--- src/mult_cfg.svh ---
// offsets, field positions, reset values for the registered multiplier
// assumes a 32-bit apb bus with word-aligned registers
`ifndef MULT_CFG_SVH
`define MULT_CFG_SVH

// ==========================================
// register byte offsets
`define OFS_CTRL 12'h000
`define OFS_STATUS 12'h004
`define OFS_PRODUCT 12'h008
`define OFS_RESULT 12'h00C

// ==========================================
// control register fields
`define CTRL_W 9
`define CTRL_RESET 32'h0000_00C8

// ==========================================
// status register fields
`define ST_EMPTY 0
`define ST_FULL 1
`define ST_COUNT_LSB 8

// ==========================================
// sizes
`define OPERAND_W 16
`define FIFO_DEPTH 32

`endif

--- src/mult_pkg.sv ---
// types shared by the multiplier and its result buffer
// assumes mult_cfg.svh for the widths
`include "mult_cfg.svh"

package mult_pkg;

	// ==========================================
	// control fields, msb first
	typedef struct packed {
		logic indep_clocks;
		logic dedicated_port_out_en_n;
		logic shared_port_out_en_n;
		logic output_half_select;
		logic round_request;
		logic format_adjust;
		logic product_feedthrough;
		logic y_signed_mode;
		logic x_signed_mode;
	} ctrl_t;

	// ==========================================
	// operand with its mode bit
	typedef struct packed {
		logic signed_mode;
		logic [`OPERAND_W-1:0] data;
	} operand_t;

	// ==========================================
	// one product, both halves
	typedef struct packed {
		logic [`OPERAND_W-1:0] high_product_half;
		logic [`OPERAND_W-1:0] low_product_half;
	} product_t;

endpackage

--- src/mult16_core.sv ---
// registered 16 x 16 multiplier with product registers and apb control
// assumes pin inputs are asynchronous and a host drives the apb bus
`timescale 1ns/100ps
`include "mult_cfg.svh"

module mult16_core
	import mult_pkg::*;
#(
	parameter int OPW = `OPERAND_W,
	parameter int DEPTH = `FIFO_DEPTH
)
(
	// clock and reset
	input wire logic pclk,
	input wire logic presetn,
	// apb slave
	input wire logic psel,
	input wire logic penable,
	input wire logic pwrite,
	input wire logic [11:0] paddr,
	input wire logic [31:0] pwdata,
	output logic [31:0] prdata,
	output logic pready,
	output logic pslverr,
	// operand pins
	input wire logic [OPW-1:0] x_data_in,
	// shared y / low half port
	input wire logic [OPW-1:0] y_port_in,
	output logic [OPW-1:0] y_port_out,
	output logic y_port_oe_n,
	// dedicated product port
	output logic [OPW-1:0] dedicated_port_out,
	output logic dedicated_port_oe_n,
	// independent-mode load strobes
	input wire logic x_reg_clock,
	input wire logic y_reg_clock,
	input wire logic high_half_clock,
	input wire logic low_half_clock,
	// single-mode load enables
	input wire logic x_load_en_n,
	input wire logic y_load_en_n,
	input wire logic product_load_en_n
);
	// refuse widths the product packing cannot serve
	if (OPW != `OPERAND_W)
	begin : g_bad_width
		$error("operand width must match the product layout");
	end

	// ==========================================
	// pin synchronisers
	localparam int NS = 2 * OPW + 7;
	// enables idle high, data and strobes idle low: reset shows no load
	localparam logic [NS-1:0] SYNC_IDLE = {{(NS-3){1'b0}}, 3'b111};
	logic [NS-1:0] pins_raw;  // all asynchronous pins
	logic [NS-1:0] s1_q;  // first stage, read by s2 only
	logic [NS-1:0] s2_q;  // second stage, safe to use
	logic [3:0] clk3_q;  // strobe delay for edges

	assign pins_raw = {x_data_in, y_port_in, x_reg_clock, y_reg_clock,
		high_half_clock, low_half_clock, x_load_en_n, y_load_en_n,
		product_load_en_n};

	// two flops per pin bit
	for (genvar i = 0; i < NS; i++)
	begin : g_sync
		always_ff @(posedge pclk or negedge presetn)
		begin
			if (!presetn)
			begin
				s1_q[i] <= SYNC_IDLE[i];
				s2_q[i] <= SYNC_IDLE[i];
			end
			else
			begin
				s1_q[i] <= pins_raw[i];
				s2_q[i] <= s1_q[i];
			end
		end
	end

	logic [OPW-1:0] x_s;  // synced x data
	logic [OPW-1:0] y_s;  // synced y data
	logic [3:0] clk_s;  // synced strobes x,y,hi,lo
	logic xe_n_s;
	logic ye_n_s;
	logic pe_n_s;

	assign x_s = s2_q[NS-1 -: OPW];
	assign y_s = s2_q[NS-1-OPW -: OPW];
	assign clk_s = s2_q[6:3];
	assign xe_n_s = s2_q[2];
	assign ye_n_s = s2_q[1];
	assign pe_n_s = s2_q[0];

	// third stage for rising-edge detection
	always_ff @(posedge pclk or negedge presetn)
	begin
		if (!presetn)
			clk3_q <= 4'h0;
		else
			clk3_q <= clk_s;
	end

	// ==========================================
	// control register and load events
	logic [`CTRL_W-1:0] ctrl_q;  // software control bits
	ctrl_t ctrl;
	logic [3:0] rise;  // strobe rising edges
	logic x_ld;
	logic y_ld;
	logic hi_ld;
	logic lo_ld;
	logic fifo_in_ready;  // back-pressure from buffer

	assign ctrl = ctrl_t'(ctrl_q);
	assign rise = clk_s & ~clk3_q;

	// strobe edges or low enables pick the load moments
	always_comb
	begin
		if (ctrl.indep_clocks)
		begin
			x_ld = rise[3];
			y_ld = rise[2];
			hi_ld = rise[1] && fifo_in_ready;
			lo_ld = rise[0] && fifo_in_ready;
		end
		else
		begin
			x_ld = !xe_n_s;
			y_ld = !ye_n_s;
			hi_ld = !pe_n_s && fifo_in_ready;
			lo_ld = !pe_n_s && fifo_in_ready;
		end
	end

	// ==========================================
	// input registers
	operand_t x_q;  // multiplicand with mode
	operand_t y_q;  // multiplier with mode
	logic rnd_q;  // latched round request

	// x register, holds unless loaded
	always_ff @(posedge pclk or negedge presetn)
	begin
		if (!presetn)
			x_q <= '0;
		else if (x_ld)
			x_q <= '{signed_mode: ctrl.x_signed_mode, data: x_s};
	end

	// y register, fed from the shared port
	always_ff @(posedge pclk or negedge presetn)
	begin
		if (!presetn)
			y_q <= '0;
		else if (y_ld)
			y_q <= '{signed_mode: ctrl.y_signed_mode, data: y_s};
	end

	// round register follows either operand load
	always_ff @(posedge pclk or negedge presetn)
	begin
		if (!presetn)
			rnd_q <= 1'b0;
		else if (x_ld || y_ld)
			rnd_q <= ctrl.round_request;
	end

	// ==========================================
	// multiplier array and format adjust
	logic signed [OPW:0] xa;  // 17-bit extended operand
	logic signed [OPW:0] ya;
	logic signed [2*OPW+1:0] full;  // exact product
	logic [2*OPW-1:0] rounded;
	product_t prod_d;  // next product-register value

	// mode bit decides sign extension
	assign xa = {x_q.signed_mode & x_q.data[OPW-1], x_q.data};
	assign ya = {y_q.signed_mode & y_q.data[OPW-1], y_q.data};
	assign full = xa * ya;

	// round weight sits at the lsp top bit with format adjust, at lsp bit 14 below the sign copy without it
	always_comb
	begin
		if (ctrl.format_adjust)
			rounded = full[2*OPW-1:0] + {16'h0000, rnd_q, 15'h0000};
		else
			rounded = full[2*OPW-1:0] + {17'h0_0000, rnd_q, 14'h0000};
	end

	// full product or shifted product with sign copied into lsp
	always_comb
	begin
		if (ctrl.format_adjust)
			prod_d = rounded;
		else
			prod_d = {rounded[2*OPW-2:OPW-1], rounded[2*OPW-1],
				rounded[OPW-2:0]};
	end

	// ==========================================
	// product registers
	logic [OPW-1:0] hi_q;  // high product half
	logic [OPW-1:0] lo_q;  // low product half
	logic [OPW-1:0] hi_view;  // after feedthrough
	logic [OPW-1:0] lo_view;

	// high half loads on its own moment
	always_ff @(posedge pclk or negedge presetn)
	begin
		if (!presetn)
			hi_q <= '0;
		else if (hi_ld)
			hi_q <= prod_d.high_product_half;
	end

	// low half loads on its own moment
	always_ff @(posedge pclk or negedge presetn)
	begin
		if (!presetn)
			lo_q <= '0;
		else if (lo_ld)
			lo_q <= prod_d.low_product_half;
	end

	// feedthrough bypasses both registers
	assign hi_view = ctrl.product_feedthrough ? prod_d.high_product_half : hi_q;
	assign lo_view = ctrl.product_feedthrough ? prod_d.low_product_half : lo_q;

	// ==========================================
	// output ports
	// select high puts low half on both ports
	assign dedicated_port_out = ctrl.output_half_select ? lo_view : hi_view;
	assign y_port_out = lo_view;
	// enable high releases the shared port for y operands
	assign y_port_oe_n = ctrl.shared_port_out_en_n;
	assign dedicated_port_oe_n = ctrl.dedicated_port_out_en_n;

	// ==========================================
	// result buffer, pushed with each low-half load
	logic [31:0] fifo_out;
	logic fifo_out_valid;
	logic fifo_pop;
	logic [$clog2(DEPTH):0] fifo_count;

	word_fifo #(.WIDTH(32), .DEPTH(DEPTH)) u_fifo (
		.pclk(pclk),
		.presetn(presetn),
		.in_valid(lo_ld),
		.in_ready(fifo_in_ready),
		.in_data({hi_ld ? prod_d.high_product_half : hi_q, prod_d.low_product_half}),
		.out_valid(fifo_out_valid),
		.out_ready(fifo_pop),
		.out_data(fifo_out),
		.count(fifo_count)
	);

	// ==========================================
	// apb slave
	logic acc;  // access phase
	logic known;  // mapped address

	// address match used by read and write paths
	function automatic logic hit(input logic [11:0] a, input logic [11:0] ofs);
		hit = (a[11:2] == ofs[11:2]);
	endfunction

	assign acc = psel && penable;
	assign known = hit(paddr, `OFS_CTRL) || hit(paddr, `OFS_STATUS)
		|| hit(paddr, `OFS_PRODUCT) || hit(paddr, `OFS_RESULT);
	assign pready = 1'b1;
	assign pslverr = acc && !known;
	assign fifo_pop = acc && !pwrite && hit(paddr, `OFS_RESULT) && fifo_out_valid;

	// control register write
	always_ff @(posedge pclk or negedge presetn)
	begin
		if (!presetn)
			ctrl_q <= `CTRL_W'(`CTRL_RESET);
		else if (acc && pwrite && hit(paddr, `OFS_CTRL))
			ctrl_q <= pwdata[`CTRL_W-1:0];
	end

	// read mux, zero for unmapped and write cycles
	always_comb
	begin
		prdata = 32'h0000_0000;
		if (acc && !pwrite)
		begin
			if (hit(paddr, `OFS_CTRL))
				prdata[`CTRL_W-1:0] = ctrl_q;
			else if (hit(paddr, `OFS_STATUS))
			begin
				prdata[`ST_EMPTY] = !fifo_out_valid;
				prdata[`ST_FULL] = !fifo_in_ready;
				prdata[`ST_COUNT_LSB +: $clog2(DEPTH)+1] = fifo_count;
			end
			else if (hit(paddr, `OFS_PRODUCT))
				prdata = {hi_view, lo_view};
			else if (hit(paddr, `OFS_RESULT) && fifo_out_valid)
				prdata = fifo_out;
		end
	end
endmodule

--- src/word_fifo.sv ---
// small synchronous fifo with valid/ready on both sides
// assumes one clock and an asynchronous active-low reset
`timescale 1ns/100ps

module word_fifo
	import mult_pkg::*;
#(
	parameter int WIDTH = 32,
	parameter int DEPTH = 32
)
(
	// clock and reset
	input wire logic pclk,
	input wire logic presetn,
	// fill side
	input wire logic in_valid,
	output logic in_ready,
	input wire logic [WIDTH-1:0] in_data,
	// drain side
	output logic out_valid,
	input wire logic out_ready,
	output logic [WIDTH-1:0] out_data,
	// fill level
	output logic [$clog2(DEPTH):0] count
);
	localparam int AW = $clog2(DEPTH);

	// refuse depths the pointer wrap cannot serve
	if (DEPTH < 2 || (1 << AW) != DEPTH)
	begin : g_bad_depth
		$error("fifo depth must be a power of two");
	end

	logic [WIDTH-1:0] mem [DEPTH];  // storage
	logic [AW-1:0] wr_q;  // write pointer
	logic [AW-1:0] rd_q;  // read pointer
	logic [AW:0] cnt_q;  // words held
	logic push;
	logic pop;

	assign in_ready = (cnt_q != DEPTH[AW:0]);
	assign out_valid = (cnt_q != '0);
	assign push = in_valid && in_ready;
	assign pop = out_valid && out_ready;
	assign out_data = mem[rd_q];
	assign count = cnt_q;

	// storage write, no reset needed
	always_ff @(posedge pclk)
	begin
		if (push)
			mem[wr_q] <= in_data;
	end

	// pointers and level
	always_ff @(posedge pclk or negedge presetn)
	begin
		if (!presetn)
		begin
			wr_q <= '0;
			rd_q <= '0;
			cnt_q <= '0;
		end
		else
		begin
			if (push)
				wr_q <= wr_q + 1'b1;
			if (pop)
				rd_q <= rd_q + 1'b1;
			if (push && !pop)
				cnt_q <= cnt_q + 1'b1;
			else if (pop && !push)
				cnt_q <= cnt_q - 1'b1;
		end
	end

endmodule

--- config.mk ---
export PLATFORM = sky130hd
export DESIGN_NAME = mult16_core
export DESIGN_NICKNAME = d
export VERILOG_FILES = /design/src/mult_pkg.sv /design/src/mult16_core.sv /design/src/word_fifo.sv
export VERILOG_INCLUDE_DIRS = /design/src
export SDC_FILE = /design/constraint.sdc
export NUM_CORES = 2
export LEC_CHECK = 0
export BUFFER_PORTS_ARGS = -buffer_cell sky130_fd_sc_hd__buf_2
export CORE_UTILIZATION = 41
export CTS_CLUSTER_DIAMETER = 200
export DETAILED_ROUTE_END_ITERATION = 8
export HOLD_SLACK_MARGIN = 0.15
export PLACE_DENSITY = 0.57
export REMOVE_ABC_BUFFERS = 1
export SKIP_LAST_GASP = 1
export SLEW_MARGIN = 20
export SYNTH_ARGS = -nofsm -noshare
export SYNTH_HDL_FRONTEND = slang
export SYNTH_SLANG_ARGS = --single-unit
--- constraint.sdc ---
create_clock -name pclk -period 22.6 [get_ports pclk]
set_input_delay 3.39 -clock pclk [delete_from_list [all_inputs] [get_ports pclk]]
set_output_delay 3.39 -clock pclk [all_outputs]
set_load 0.005 [all_outputs]
==> results by group <==
Global routing
  • Largest net degree at the start of global routing: about 110
  • Remaining Overflow, GRT: 0
  • First-pass GRT wire length: around 220 mm
  • Initial antenna violation count: 12
  • Total GRT Usage: 0.220
  • Vias in the first global route: about 32k

Floorplanning
  • IO Pins: between 150 and 200
  • Initial Util: 0.414
  • Die area: about 0.14 mm^2
  • Placeable Area: between 0.1 and 0.15 mm^2
  • Die width: 377 um
  • Site row count: 137
  • Die height: ~380 um

Clock tree
  • Post-CTS Hold Buffers: 0
  • Skew-Pair Late Insertion Delay: roughly 0.8 ns
  • Root buffer cell: clkbuf_16
  • Buffers inserted by post-CTS timing repair: 0
  • Clk slew on worst S/H paths: 0.06 ns
  • CTS tree: yes
  • Clock buffer depth: 3
  • CTS resizes: 0
  • Htree depth: 4
  • Cts bufs inserted: approximately 130
  • Clk sinks: ~1.2k

Timing
  • Final hold violation count: 0
  • Fmax achieved: around 0.075 GHz
  • Period Utilization, post-route: 0.589
  • Worst-margin pin slew: 1.13 ns
  • Max Slew Vio Count: 0
  • Hold_ws: 0.335 ns
  • Fin Setup TNS: 0 ns
  • Final min period: about 13 ns
  • Final setup violation count: 0
  • RSZ-0062 raised after global routing: false
  • Worst Skew: 0.0551 ns
  • Relative slew margins: 0.227
  • PnR worst setup slack: 9.28 ns

Critical path
  • Worst R2R End: u_fifo.mem[20][30]$_DFFE_PP_
  • CP max FO: 20
  • CP Capture Type: output pin
  • Worst Setup Path Type: register to output pin
  • FF-to-FF setup slack: approximately 13 ns
  • Startpoint types: register
  • R2r worst-path depth: 23
  • Data arrival, critical path: between 9 and 10 ns
  • Worst r2r src: y_q[15]$_DFFE_PN0P_
  • Required time of the critical path: around 19 ns

Logic synthesis
  • Simple-gate share of the synthesized area: 0.0531
  • Cell area after synthesis: about 0.058 mm^2
  • Synth Register Bits: between 1k and 1.5k
  • Compound-cell area share of the yosys netlist: 0.0295
  • Syn Inst Count: ~3.4k
  • Yosys top cell by area: edfxtp_1
  • Post-synthesis adder-cell area fraction: 0.119
  • Cell variety after synth: around 100
  • Yosys warns: 0
  • Ys flop type: edfxtp_1
  • Largest family of logic cells by synthesized area: multiplexers
  • Post-synthesis area per instance: roughly 17 um^2
  • Post-synth ARST share: 0.145
  • Top cell type's share of synthesized area: 0.533
  • Top cells by area, synth: edfxtp_1 (53%), mux4_2 (13%), fa_1 (9.8%), dfrtp_1 (7.2%), inv_1 (2.1%)
  • Post-synthesis sequential area ratio: 0.608
  • Post-synth EDFFs: 1024
  • Xor and xnor area share after synthesis: 0.00802
  • Multiplexer share of the synthesized area: 0.148

Flow run
  • Max Cap Violations: 0

Hold path
  • Worst hold path type: register to register
  • Origin of the worst min-delay path: s1_q[27]$_DFF_PN0_
  • Hold Path Depth: 0
  • Hold Path End: s2_q[27]$_DFF_PN0_

Place
  • Post-DP HPWL: just under 100 mm
  • PortBufs: between 100 and 150
  • Pre-CTS setup slack: about 10 ns
  • GPL Wtd Cong: ~0.86

Finish
  • Fillers: about 12k
  • Final nets: 4078
  • Share of layout cells above drive strength 1: 0.243
  • Area Growth Syn to Fin: 13.2%

Drt
  • DRT Pass-1 Iters: 7
  • Final wirelength: 153 mm
  • DR vias: 31.1k
  • Via/cell ratio: around 5.6
  • Remaining DRCs: 0
  • Drt wl/cell: approximately 27 um
  • Antenna Violating Nets Remaining: 0
  • Starting DRT DRC Count: 2916

Status
  • Status: finished, final reports clean
==> cell type report <==
| type | instances | area [um^2] | area share |
|---|---|---|---|
| Sequential cell | 1198 | 35100 | 0.537 |
| Antenna cell | 2 | 5.00 | 0.0000766 |
| Clock inverter | 74 | 906 | 0.0139 |
| Clock buffer | 166 | 3440 | 0.0526 |
| Multi-Input combinational cell | 1748 | 21000 | 0.322 |
| Timing Repair Buffer | 206 | 1260 | 0.0194 |
| Inverter | 326 | 1220 | 0.0187 |
| Tap cell | 1876 | 2350 | 0.0359 |
==> synthesized netlist by cell type (4+ instances only) <==
| library cell | instances |
|---|---|
| a211oi_1 | 5 |
| a21o_1 | 9 |
| a21oi_1 | 59 |
| a221oi_1 | 5 |
| a222oi_1 | 5 |
| a22o_1 | 7 |
| a31oi_1 | 5 |
| and2_1 | 136 |
| and3_1 | 19 |
| and4_1 | 4 |
| buf_1 | 26 |
| buf_2 | 9 |
| buf_4 | 6 |
| buf_6 | 4 |
| clkbuf_1 | 121 |
| dfrtp_1 | 165 |
| dfstp_2 | 9 |
| edfxtp_1 | 1024 |
| fa_1 | 283 |
| ha_1 | 96 |
| inv_1 | 324 |
| mux2_2 | 73 |
| mux2i_1 | 45 |
| mux4_2 | 321 |
| nand2_1 | 252 |
| nand2b_1 | 4 |
| nand3_1 | 25 |
| nand4_1 | 11 |
| nor2_1 | 121 |
| nor2b_1 | 6 |
| nor3_1 | 11 |
| nor3_2 | 4 |
| nor4_1 | 8 |
| o211ai_1 | 9 |
| o21ai_0 | 53 |
| o21ai_1 | 7 |
| o22ai_1 | 19 |
| or2_2 | 8 |
| or3_1 | 5 |
| xnor2_1 | 38 |
| xor2_1 | 13 |
==> cell families after synthesis <==
| kind of cell | Yosys count |
|---|---|
| compound gates | 242 |
| xor+xnor | 52 |
| fa+ha+maj | 379 |
| buf+inv | 500 |
| flops | 1198 |
| mux | 440 |
| other cells | 1 |
| simple gates | 634 |
==> critical path: stages, from the launching register on <==
cell and delay [ns]:
dfrtp_1 0.86, nand2_1 0.66, or2_2 0.50, fa_1 0.46, fa_1 0.50, inv_1 0.06
fa_1 0.51, fa_1 0.46, fa_1 0.51, inv_1 0.05, fa_1 0.48, inv_1 0.04
ha_1 0.46, nand4_1 0.25, nor2_1 0.20, nand3_1 0.16, and2_1 0.26, o311ai_2 0.45
nand3_1 0.36, nor2_1 0.38, nand4_1 0.19, mux2_4 0.34, a41o_1 0.35, o22ai_1 0.46
buf_2 0.21
==> per-layer routing <==
metal | GRT usage | vias up | share of wire | wire (um)
met3 | 0.0527 | 207 | 0.088 | 13500
met1 | 0.316 | 16700 | 0.43 | 65500
met5 | 0 | - | 0.00031 | 48
met2 | 0.337 | 1162 | 0.46 | 70800
met4 | 0.0557 | 10 | 0.022 | 3400
li1 | - | 13100 | - | -
==> sequential cells by signal (all words and copies together) (netlist names), 5 cells and up <==
name and cells:
u_fifo.mem 1024, hi_q 16, u_fifo.count 6, lo_q 16, s2_q 32, s1_q 39
u_fifo.wr_q 5, x_q 17, y_q 17, u_fifo.rd_q 5, ctrl 9
==> layout by cell type, fill, tap and decap left out, types with 10 or more instances in the layout <==
master and n:
fa_1 283, clkinv_1 19, nor3_1 11, inv_1 324, and3_1 19, o22ai_1 17, buf_2 128, nor2_1 89
edfxtp_1 1024, xnor2_1 35, nand4_1 11, mux2_2 73, nand3_1 25, dfrtp_1 159, nor2_4 32, clkinv_16 10
mux2i_1 45, a21oi_1 58, clkbuf_16 131, buf_4 74, clkbuf_1 32, clkinv_2 22, nand2_1 252, mux4_2 321
ha_1 95, o21ai_0 44, and2_1 136
==> worst max path at each step <==
stage	startpoint	end	slack, ns
finish	y_q[15]$_DFFE_PN0P_	prdata[31]	9.28
global route	y_q[15]$_DFFE_PN0P_	prdata[31]	8.60
CTS	y_q[15]$_DFFE_PN0P_	dedicated_port_out[13]	9.01
detailed placement	y_q[15]$_DFFE_PN0P_	dedicated_port_out[13]	9.91
global placement	y_q[15]$_DFFE_PN0P_	dedicated_port_out[13]	9.85
floorplan	u_fifo.rd_q[0]$_DFFE_PN0P_	prdata[10]	7.79
==> metrics by stage <==
step	area (um^2)	utilization	instances
2_1_floorplan	57000	-	3272
3_3_place_gp	60900	0.437	5353
3_5_place_dp	61000	0.437	5353
4_1_cts	65300	0.468	5593
5_1_grt	65400	0.468	5594
6_report	65400	0.468	5596
Power is not shown: default switching activity piles up to over one toggle a cycle in this logic, so the estimate is an artifact.
